$ cat config.mk
export PLATFORM = sky130hd
export DESIGN_NAME = wdt_mode_control
export DESIGN_NICKNAME = d
export VERILOG_FILES = /design/src/rtl/wdt_pkg.sv /design/src/rtl/wdt_count_if.sv /design/src/rtl/wdt_event_sync.sv /design/src/rtl/wdt_mode_control.sv /design/src/rtl/wdt_tick_counter.sv
export VERILOG_INCLUDE_DIRS = /design/src /design/src/rtl
export SDC_FILE = /design/constraint.sdc
export NUM_CORES = 1
export LEC_CHECK = 0
export BUFFER_PORTS_ARGS = -buffer_cell sky130_fd_sc_hd__buf_2
export CORE_UTILIZATION = 30
export DETAILED_ROUTE_END_ITERATION = 8
export PLACE_DENSITY_LB_ADDON = 0.12
export SYNTH_ARGS = -nofsm -noshare
export SYNTH_HDL_FRONTEND = slang
export SYNTH_SLANG_ARGS = --single-unit
$ cat constraint.sdc
create_clock -name sys_clk -period 5.9 [get_ports sys_clk]
set_clock_uncertainty 0.2 [all_clocks]
set_input_delay 1.18 -clock sys_clk [delete_from_list [all_inputs] [get_ports sys_clk]]
set_output_delay 1.18 -clock sys_clk [all_outputs]
set_load 0.005 [all_outputs]
$ cat src/rtl/wdt_consts.svh
`ifndef WDT_CONSTS_SVH
`define WDT_CONSTS_SVH

// ----------------------------------------------------------------------------
// Register map and field positions
// ----------------------------------------------------------------------------
`define WDT_CTRL_OFFSET      12'h000
`define WDT_BIT_FLAG         7
`define WDT_BIT_IRQ_EN       6
`define WDT_BIT_PSEL_HI      5
`define WDT_BIT_CHANGE_EN    4
`define WDT_BIT_RST_EN       3
`define WDT_CTRL_RESET       8'h00
`define WDT_RST_EN_RESET     1'b0
`define WDT_PSEL_RESET       4'h0
`define WDT_PSEL_MAX         4'h9

// ----------------------------------------------------------------------------
// Timing
// ----------------------------------------------------------------------------
`define WDT_CHANGE_EN_CYCLES 3'h4
`define WDT_SYS_CLK_HZ       250000000
`define WDT_OSC_HZ           128000
`define WDT_OSC_DIV          (`WDT_SYS_CLK_HZ / `WDT_OSC_HZ)
`define WDT_CNT_W            21
`define WDT_BASE_TICKS       21'h000800
`define WDT_DIV_W            12

`endif

$ cat src/rtl/wdt_pkg.sv
package wdt_pkg;

  // --------------------------------------------------------------------------
  // Types
  // --------------------------------------------------------------------------
  typedef enum logic [1:0] {
    MODE_STOPPED  = 2'h0,
    MODE_IRQ      = 2'h1,
    MODE_COMBINED = 2'h3,
    MODE_RESET    = 2'h2
  } wdt_mode_t;

  typedef enum logic [1:0] {
    APB_IDLE = 2'h0,
    APB_RESP = 2'h1
  } apb_state_t;

endpackage : wdt_pkg

$ cat src/rtl/wdt_count_if.sv
`timescale 1ns/1ps

interface wdt_count_if;
  logic       restart;
  logic       run;
  logic [3:0] prescale_sel;
  logic       timeout;

  modport ctrl (output restart, output run, output prescale_sel, input timeout);
  modport cnt  (input restart, input run, input prescale_sel, output timeout);
endinterface : wdt_count_if

$ cat src/rtl/wdt_event_sync.sv
`timescale 1ns/1ps

module wdt_event_sync (
  input  wire logic sys_clk,
  input  wire logic rst_n,
  input  wire logic evt,
  output logic      evt_sync
);
  logic stage1_q;
  logic stage2_q;

  always_ff @(posedge sys_clk or negedge rst_n) begin
    if (!rst_n) begin
      stage1_q <= 1'b0;
      stage2_q <= 1'b0;
    end else begin
      stage1_q <= evt;
      stage2_q <= stage1_q;
    end
  end

  assign evt_sync = stage2_q;
endmodule : wdt_event_sync

$ cat src/rtl/wdt_mode_control.sv
`timescale 1ns/1ps
`include "wdt_consts.svh"

// What this block does
// - Time-out in interrupt operation sets timeout_flag.
// - Executing the watchdog vector clears timeout_flag.
// - Writing one clears timeout_flag; writing zero leaves it.
// - Interrupt request only when flag, irq enable and global enable set.
// - Irq enable without reset enable: interrupt only, no reset.
// - Both enables set: first time-out sets the flag, no reset.
// - Combined mode vector execution clears irq enable and flag.
// - Combined mode, unserviced flag at next time-out resets system.
// - Clock monitoring forces reset mode if fuse or an enable is set, else stopped mode; disables interrupts.
// - Clock monitoring resets if fuse, reset enable or irq enable set.
// - change_en clears itself four clock cycles after being set.
// - Reset cause flag holds reset enable at one.
// - Prescale code picks 2048 shl code ticks; codes above 1001 reserved.
// - Counter counts ticks of a 128 kHz watchdog oscillator.
// - Restart command restarts the counter before time-out.
// - Always-on fuse forces reset enable one and irq enable zero.
module wdt_mode_control
  import wdt_pkg::*;
#(
  parameter int unsigned OSC_DIV = `WDT_OSC_DIV
) (
  input  wire logic        sys_clk,
  input  wire logic        rst_n,
  input  wire logic        psel,
  input  wire logic        penable,
  input  wire logic        pwrite,
  input  wire logic [11:0] paddr,
  input  wire logic [31:0] pwdata,
  output logic      [31:0] prdata,
  output logic             pready,
  output logic             pslverr,
  input  wire logic        wdt_restart,
  input  wire logic        vector_exec,
  input  wire logic        global_irq_en,
  input  wire logic        always_on_fuse,
  input  wire logic        clock_monitor,
  input  wire logic        reset_cause_flag,
  output logic             irq_req,
  output logic             sys_reset_req
);

  apb_state_t  apb_state_q;
  logic [31:0] prdata_q;
  logic        pready_q;
  logic        pslverr_q;
  logic        addr_hit;
  logic        wr_en;
  logic [7:0]  wdata;
  logic [7:0]  ctrl_rd;
  logic        flag_q;
  logic        irq_en_q;
  logic        rst_en_q;
  logic [3:0]  prescale_q;
  logic        chg_q;
  logic [2:0]  chg_cnt_q;
  logic        irq_req_q;
  logic        sys_reset_q;
  wdt_mode_t   mode;
  logic        timeout_evt;
  logic        flag_set;
  logic        flag_clr;
  logic        reset_hit;

  wdt_count_if cif ();

  // ----------------------------------------------------------------------------
  // APB slave
  // ----------------------------------------------------------------------------
  assign addr_hit = (paddr == `WDT_CTRL_OFFSET);
  assign wdata    = pwdata[7:0];
  assign wr_en    = (apb_state_q == APB_RESP) && psel && penable && pwrite && addr_hit;
  assign ctrl_rd  = {flag_q, irq_en_q, prescale_q[3], chg_q, rst_en_q, prescale_q[2:0]};

  always_ff @(posedge sys_clk or negedge rst_n) begin
    if (!rst_n) begin
      apb_state_q <= APB_IDLE;
      prdata_q    <= 32'h0000_0000;
      pready_q    <= 1'b0;
      pslverr_q   <= 1'b0;
    end else begin
      unique case (apb_state_q)
        APB_IDLE: begin
          if (psel && !penable) begin
            apb_state_q <= APB_RESP;
            pready_q    <= 1'b1;
            pslverr_q   <= !addr_hit;
            prdata_q    <= (addr_hit && !pwrite) ? {24'h00_0000, ctrl_rd} : 32'h0000_0000;
          end
        end
        APB_RESP: begin
          apb_state_q <= APB_IDLE;
          pready_q    <= 1'b0;
          pslverr_q   <= 1'b0;
        end
        default: begin
          apb_state_q <= APB_IDLE;
          pready_q    <= 1'b0;
          pslverr_q   <= 1'b0;
        end
      endcase
    end
  end

  // ----------------------------------------------------------------------------
  // Mode decode
  // ----------------------------------------------------------------------------
  always_comb begin
    mode = MODE_STOPPED;
    if (clock_monitor) begin
      mode = (always_on_fuse || rst_en_q || irq_en_q) ? MODE_RESET : MODE_STOPPED;
    end else if (always_on_fuse) begin
      mode = MODE_RESET;
    end else begin
      unique case ({rst_en_q, irq_en_q})
        2'b00: mode = MODE_STOPPED;
        2'b01: mode = MODE_IRQ;
        2'b10: mode = MODE_RESET;
        2'b11: mode = MODE_COMBINED;
      endcase
    end
  end

  // ----------------------------------------------------------------------------
  // Counter and event crossing
  // ----------------------------------------------------------------------------
  assign cif.restart      = wdt_restart;
  assign cif.run          = (mode != MODE_STOPPED);
  assign cif.prescale_sel = prescale_q;

  wdt_tick_counter #(
    .OSC_DIV (OSC_DIV)
  ) u_counter (
    .sys_clk (sys_clk),
    .rst_n   (rst_n),
    .cif     (cif.cnt)
  );

  wdt_event_sync u_sync (
    .sys_clk  (sys_clk),
    .rst_n    (rst_n),
    .evt      (cif.timeout),
    .evt_sync (timeout_evt)
  );

  // ----------------------------------------------------------------------------
  // Time-out actions
  // ----------------------------------------------------------------------------
  assign flag_set  = timeout_evt && ((mode == MODE_IRQ) || (mode == MODE_COMBINED && !flag_q));
  assign reset_hit = timeout_evt && ((mode == MODE_RESET) || (mode == MODE_COMBINED && flag_q));
  assign flag_clr  = vector_exec || (wr_en && wdata[`WDT_BIT_FLAG]);

  always_ff @(posedge sys_clk or negedge rst_n) begin
    if (!rst_n) begin
      flag_q <= 1'b0;
    end else if (flag_set) begin
      flag_q <= 1'b1;
    end else if (flag_clr) begin
      flag_q <= 1'b0;
    end
  end

  always_ff @(posedge sys_clk or negedge rst_n) begin
    if (!rst_n) begin
      sys_reset_q <= 1'b0;
    end else if (reset_hit) begin
      sys_reset_q <= 1'b1;
    end
  end

  always_ff @(posedge sys_clk or negedge rst_n) begin
    if (!rst_n) begin
      irq_req_q <= 1'b0;
    end else begin
      irq_req_q <= flag_q && irq_en_q && global_irq_en && !clock_monitor && !always_on_fuse;
    end
  end

  // ----------------------------------------------------------------------------
  // Control bits
  // ----------------------------------------------------------------------------
  always_ff @(posedge sys_clk or negedge rst_n) begin
    if (!rst_n) begin
      irq_en_q <= 1'b0;
    end else if (always_on_fuse) begin
      irq_en_q <= 1'b0;
    end else if (vector_exec && rst_en_q) begin
      irq_en_q <= 1'b0;
    end else if (wr_en) begin
      irq_en_q <= wdata[`WDT_BIT_IRQ_EN];
    end
  end

  always_ff @(posedge sys_clk or negedge rst_n) begin
    if (!rst_n) begin
      rst_en_q <= `WDT_RST_EN_RESET;
    end else if (always_on_fuse || reset_cause_flag) begin
      rst_en_q <= 1'b1;
    end else if (wr_en) begin
      if (wdata[`WDT_BIT_RST_EN]) begin
        rst_en_q <= 1'b1;
      end else if (chg_q) begin
        rst_en_q <= 1'b0;
      end
    end
  end

  always_ff @(posedge sys_clk or negedge rst_n) begin
    if (!rst_n) begin
      prescale_q <= `WDT_PSEL_RESET;
    end else if (wr_en && chg_q) begin
      if ({wdata[`WDT_BIT_PSEL_HI], wdata[2:0]} <= `WDT_PSEL_MAX) begin
        prescale_q <= {wdata[`WDT_BIT_PSEL_HI], wdata[2:0]};
      end
    end
  end

  // Change window: open for a fixed count, then closes by itself
  always_ff @(posedge sys_clk or negedge rst_n) begin
    if (!rst_n) begin
      chg_q     <= 1'b0;
      chg_cnt_q <= 3'h0;
    end else if (wr_en && wdata[`WDT_BIT_CHANGE_EN]) begin
      chg_q     <= 1'b1;
      chg_cnt_q <= `WDT_CHANGE_EN_CYCLES;
    end else if (chg_q) begin
      chg_cnt_q <= chg_cnt_q - 3'h1;
      if (chg_cnt_q == 3'h1) begin
        chg_q <= 1'b0;
      end
    end
  end

  assign prdata        = prdata_q;
  assign pready        = pready_q;
  assign pslverr       = pslverr_q;
  assign irq_req       = irq_req_q;
  assign sys_reset_req = sys_reset_q;
endmodule : wdt_mode_control

$ cat src/rtl/wdt_tick_counter.sv
`timescale 1ns/1ps
`include "wdt_consts.svh"

module wdt_tick_counter #(
  parameter int unsigned OSC_DIV = `WDT_OSC_DIV
) (
  input  wire logic    sys_clk,
  input  wire logic    rst_n,
  wdt_count_if.cnt     cif
);
  logic [`WDT_DIV_W-1:0] div_q;
  logic [`WDT_CNT_W-1:0] cnt_q;
  logic [`WDT_CNT_W-1:0] limit;
  logic                  tick;
  logic                  timeout_q;

  // ----------------------------------------------------------------------------
  // Oscillator tick and time-out count
  // ----------------------------------------------------------------------------
  assign tick  = (div_q == `WDT_DIV_W'(OSC_DIV - 1));
  assign limit = `WDT_BASE_TICKS << cif.prescale_sel;

  always_ff @(posedge sys_clk or negedge rst_n) begin
    if (!rst_n) begin
      div_q     <= '0;
      cnt_q     <= '0;
      timeout_q <= 1'b0;
    end else if (cif.restart || !cif.run) begin
      div_q     <= '0;
      cnt_q     <= '0;
      timeout_q <= 1'b0;
    end else begin
      timeout_q <= 1'b0;
      if (tick) begin
        div_q <= '0;
        if ((cnt_q + `WDT_CNT_W'(1)) >= limit) begin
          cnt_q     <= '0;
          timeout_q <= 1'b1;
        end else begin
          cnt_q <= cnt_q + `WDT_CNT_W'(1);
        end
      end else begin
        div_q <= div_q + `WDT_DIV_W'(1);
      end
    end
  end

  assign cif.timeout = timeout_q;
endmodule : wdt_tick_counter

==> results by group <==
Status
  – Status: completed

Synthesis
  – Synthesized cell area: 0.00339 mm2
  – Register area share after synthesis: 43.6%
  – Synth top area share: 43.6%
  – Seq cells post-synth: 59
  – Post-synth top area cell: dfrtp_1
  – Post-synth EDFFs: 0
  – Main synth FF type: dfrtp_1
  – Yosys cell types: 46
  – Ys async rst share: 100%
  – Ys Warns: 0
  – Post-Syn Instances: 347
  – Area contributors post-synth: dfrtp_1 (44%), buf_4 (6.4%), ha_1 (5.5%), nand2_1 (4.7%), nand3_1 (3.4%)
  – Mean post-synth cell area: 9.76 um2

Clock network
  – Clock insertion delay at the later pin of the skew report: 0.32 ns
  – Root Buffer: clkbuf_16
  – Cts hold-fix bufs: 0
  – Post-CTS Setup Repair Bufs: 0
  – CTS max path bufs: 2
  – # resized after CTS: 0
  – H-tree levels: 3
  – Num CTS Buffers: 9
  – CTS Sinks: 59
  – Worst-path clk slew: 0.05 ns
  – CTS tree: done

Pwr
  – Pwr Total: 0.902 mW
  – Static leakage: 1.77 nW
  – Max VDD drop: 0.149 mV
  – Power density over cell area: 233 mW/mm2

Floorplanning
  – Core ar.: 0.0109 mm2
  – Initial Util: 31.0%
  – Die ar.: 0.0117 mm2
  – Die H: 108 um
  – I/O pin cnt: 91
  – Row count: 38
  – Die Width: 108 um

Cells and area
  – Ant diodes: 0
  – Reg area: 0.00148 mm2
  – Layout area overhead: 14.3%
  – Multi-input logic area: 0.00172 mm2
  – Filler cells: 1,130
  – Share of cells above drive strength 1: 16.1%
  – Final core utilization: 35.4%
  – Most common cell after layout, fill and taps aside: dfrtp_1
  – Layout Cell Area excl Fill: 0.00387 mm2
  – Nets@finish: 460
  – Most frequent cells in the layout: dfrtp_1 (59), nand2_1 (42), buf_2 (42), nor2_1 (27), conb_1 (24)

Worst setup path
  – Critical Setup Path Class: reg -> reg
  – Startpoint types: flop
  – Crit path max fanout: 37
  – Critical Path Sink Type: flop
  – Critical path data required time: 5.95 ns
  – R2r setup slk: 1.61 ns
  – Critical Path AT: 4.34 ns
  – Beginning of the critical path: u_counter.cnt_q[0]$_DFFE_PN0P_
  – Critical path capture point: u_counter.cnt_q[10]$_DFFE_PN0P_
  – Worst reg-to-reg path cell count: 11
  – R2R Path Start: u_counter.cnt_q[0]$_DFFE_PN0P_
  – Reg-to-Reg End: u_counter.cnt_q[10]$_DFFE_PN0P_

Place
  – Post-DP HPWL: 4.81 mm
  – Dpl ws: 1.59 ns
  – Dpl cell area: 0.00362 mm2
  – # port buffers: 42
  – Placer Congestion: 0.681

Global route
  – Initial antenna violation count: 0
  – Global Route Usage Sum: 13.2%
  – Largest net degree at the start of global routing: 60
  – Vias in the first global route: 2,513
  – First-pass GRT wire length: 11.8 mm
  – Gr ovfl total: 0

Timing
  – Slew @ Worst Pin: 1.13 ns
  – Final setup violation count: 0
  – Slew margin rel.: 24.4%
  – Final hold viol count: 0
  – Crit share post-route: 72.7%
  – Max-slew violation count: 0
  – Fin worst setup slack: 1.61 ns
  – Fin crit period: 4.29 ns
  – RSZ-0062 raised after global routing: no
  – F_max: 0.233 GHz
  – Setup TNS: 0 ns

Worst hold path
  – Hold Crit Class: reg -> reg
  – Hold_sp: u_counter.cif.timeout$_DFF_PN0_

Run
  – MaxCap Viol Count: 0

Detailed routing
  – Avg WL per Cell: 13.1 um
  – First-pass detailed-route iteration total: 4
  – Number of vias per cell: 4.86
  – Routed Antenna Nets: 0
  – DRC errors left: 0
  – Initial DRC count: 108
  – Via count: 2,586
  – Final wirelength: 6.99 mm
routing by layer:
layer  track usage [%]  vias to the layer above  wire (um)  part of all wire [%]
met1              15.7                     1222       3360                    48
met2              22.2                       66       3160                    45
met3              4.10                       11        335                   4.8
met5                 0                        -          0                     0
li1                  -                     1287          -                     -
met4              5.21                        0        130                   1.9
cells in the mapped netlist, drive strengths merged, types with 8 or more instances:
library cell	instances
nand3	23
a31oi	19
a22o	12
nor3	8
nand2	42
inv	9
ha	15
a21oi	9
xnor2	13
xor2	8
nor2	27
buf	31
dfrtp	59
worst min path at each step:
stage | slack [ns] | cells past startpoint | end
final | 0.15 | 0 | u_sync.stage1_q$_DFF_PN0_
after global routing | 0.17 | 0 | u_sync.stage1_q$_DFF_PN0_
after CTS | 0.15 | 0 | u_sync.stage1_q$_DFF_PN0_
after detailed placement | 0.14 | 0 | u_sync.evt_sync$_DFF_PN0_
after global placement | 0.13 | 0 | u_sync.stage1_q$_DFF_PN0_
after floorplan | 0.13 | 0 | u_sync.evt_sync$_DFF_PN0_
state kept, by name, indices dropped and copies added, names as in the netlist:
register,count
chg_cnt_q,3
chg_q,1
cif.prescale_sel,4
flag_q,1
irq_en_q,1
irq_req,1
prdata,8
pready,1
pslverr,1
rst_en_q,1
sys_reset_req,1
u_counter.cif.timeout,1
u_counter.cnt_q,21
u_counter.div_q,12
u_sync.evt_sync,1
u_sync.stage1_q,1
critical path, cell delays in order, from the launching register on:
cell	delay, ns
dfrtp_1	0.40
ha_1	0.25
nand2_1	0.15
nor4_4	0.58
nand3_1	0.20
xnor2_1	0.17
ha_1	0.35
a2111oi_4	0.41
o2111ai_2	0.20
a31oi_4	0.79
or3b_1	0.42
nand3_1	0.08
through the flow:
step           hold WS [ns]  cells
6_report              0.150    532
3_5_place_dp          0.142    519
3_3_place_gp          0.135    519
4_1_cts               0.153    532
5_1_grt               0.165    532
2_1_floorplan         0.131    370
where the power goes:
part | switching, mW | internal [mW]
sequential | 0.00292 | 0.409
clock | 0.162 | 0.288
combinational | 0.0271 | 0.0135
total | 0.192 | 0.710
cells by family after synthesis:
logic type	Yosys count	share of synthesized area [%]
other	1	0.111
multiplexers	4	1.26
XOR/XNOR	21	5.43
AO/OA/AOI/OAI	66	14.8
AND/OR/NAND/NOR	138	21.0
flip-flops	59	43.6
buffers and inverters	43	8.27
adder cells (fa/ha/maj)	15	5.54
final cells by class:
type | count | share of cell area (%)
Sequential cell | 59 | 38.1
Multi-Input combinational cell | 268 | 44.4
Inverter | 9 | 0.873
Tap cell | 140 | 4.52
Timing Repair Buffer | 43 | 5.62
Clock buffer | 13 | 6.46
Power figures use the tool's default switching activity.
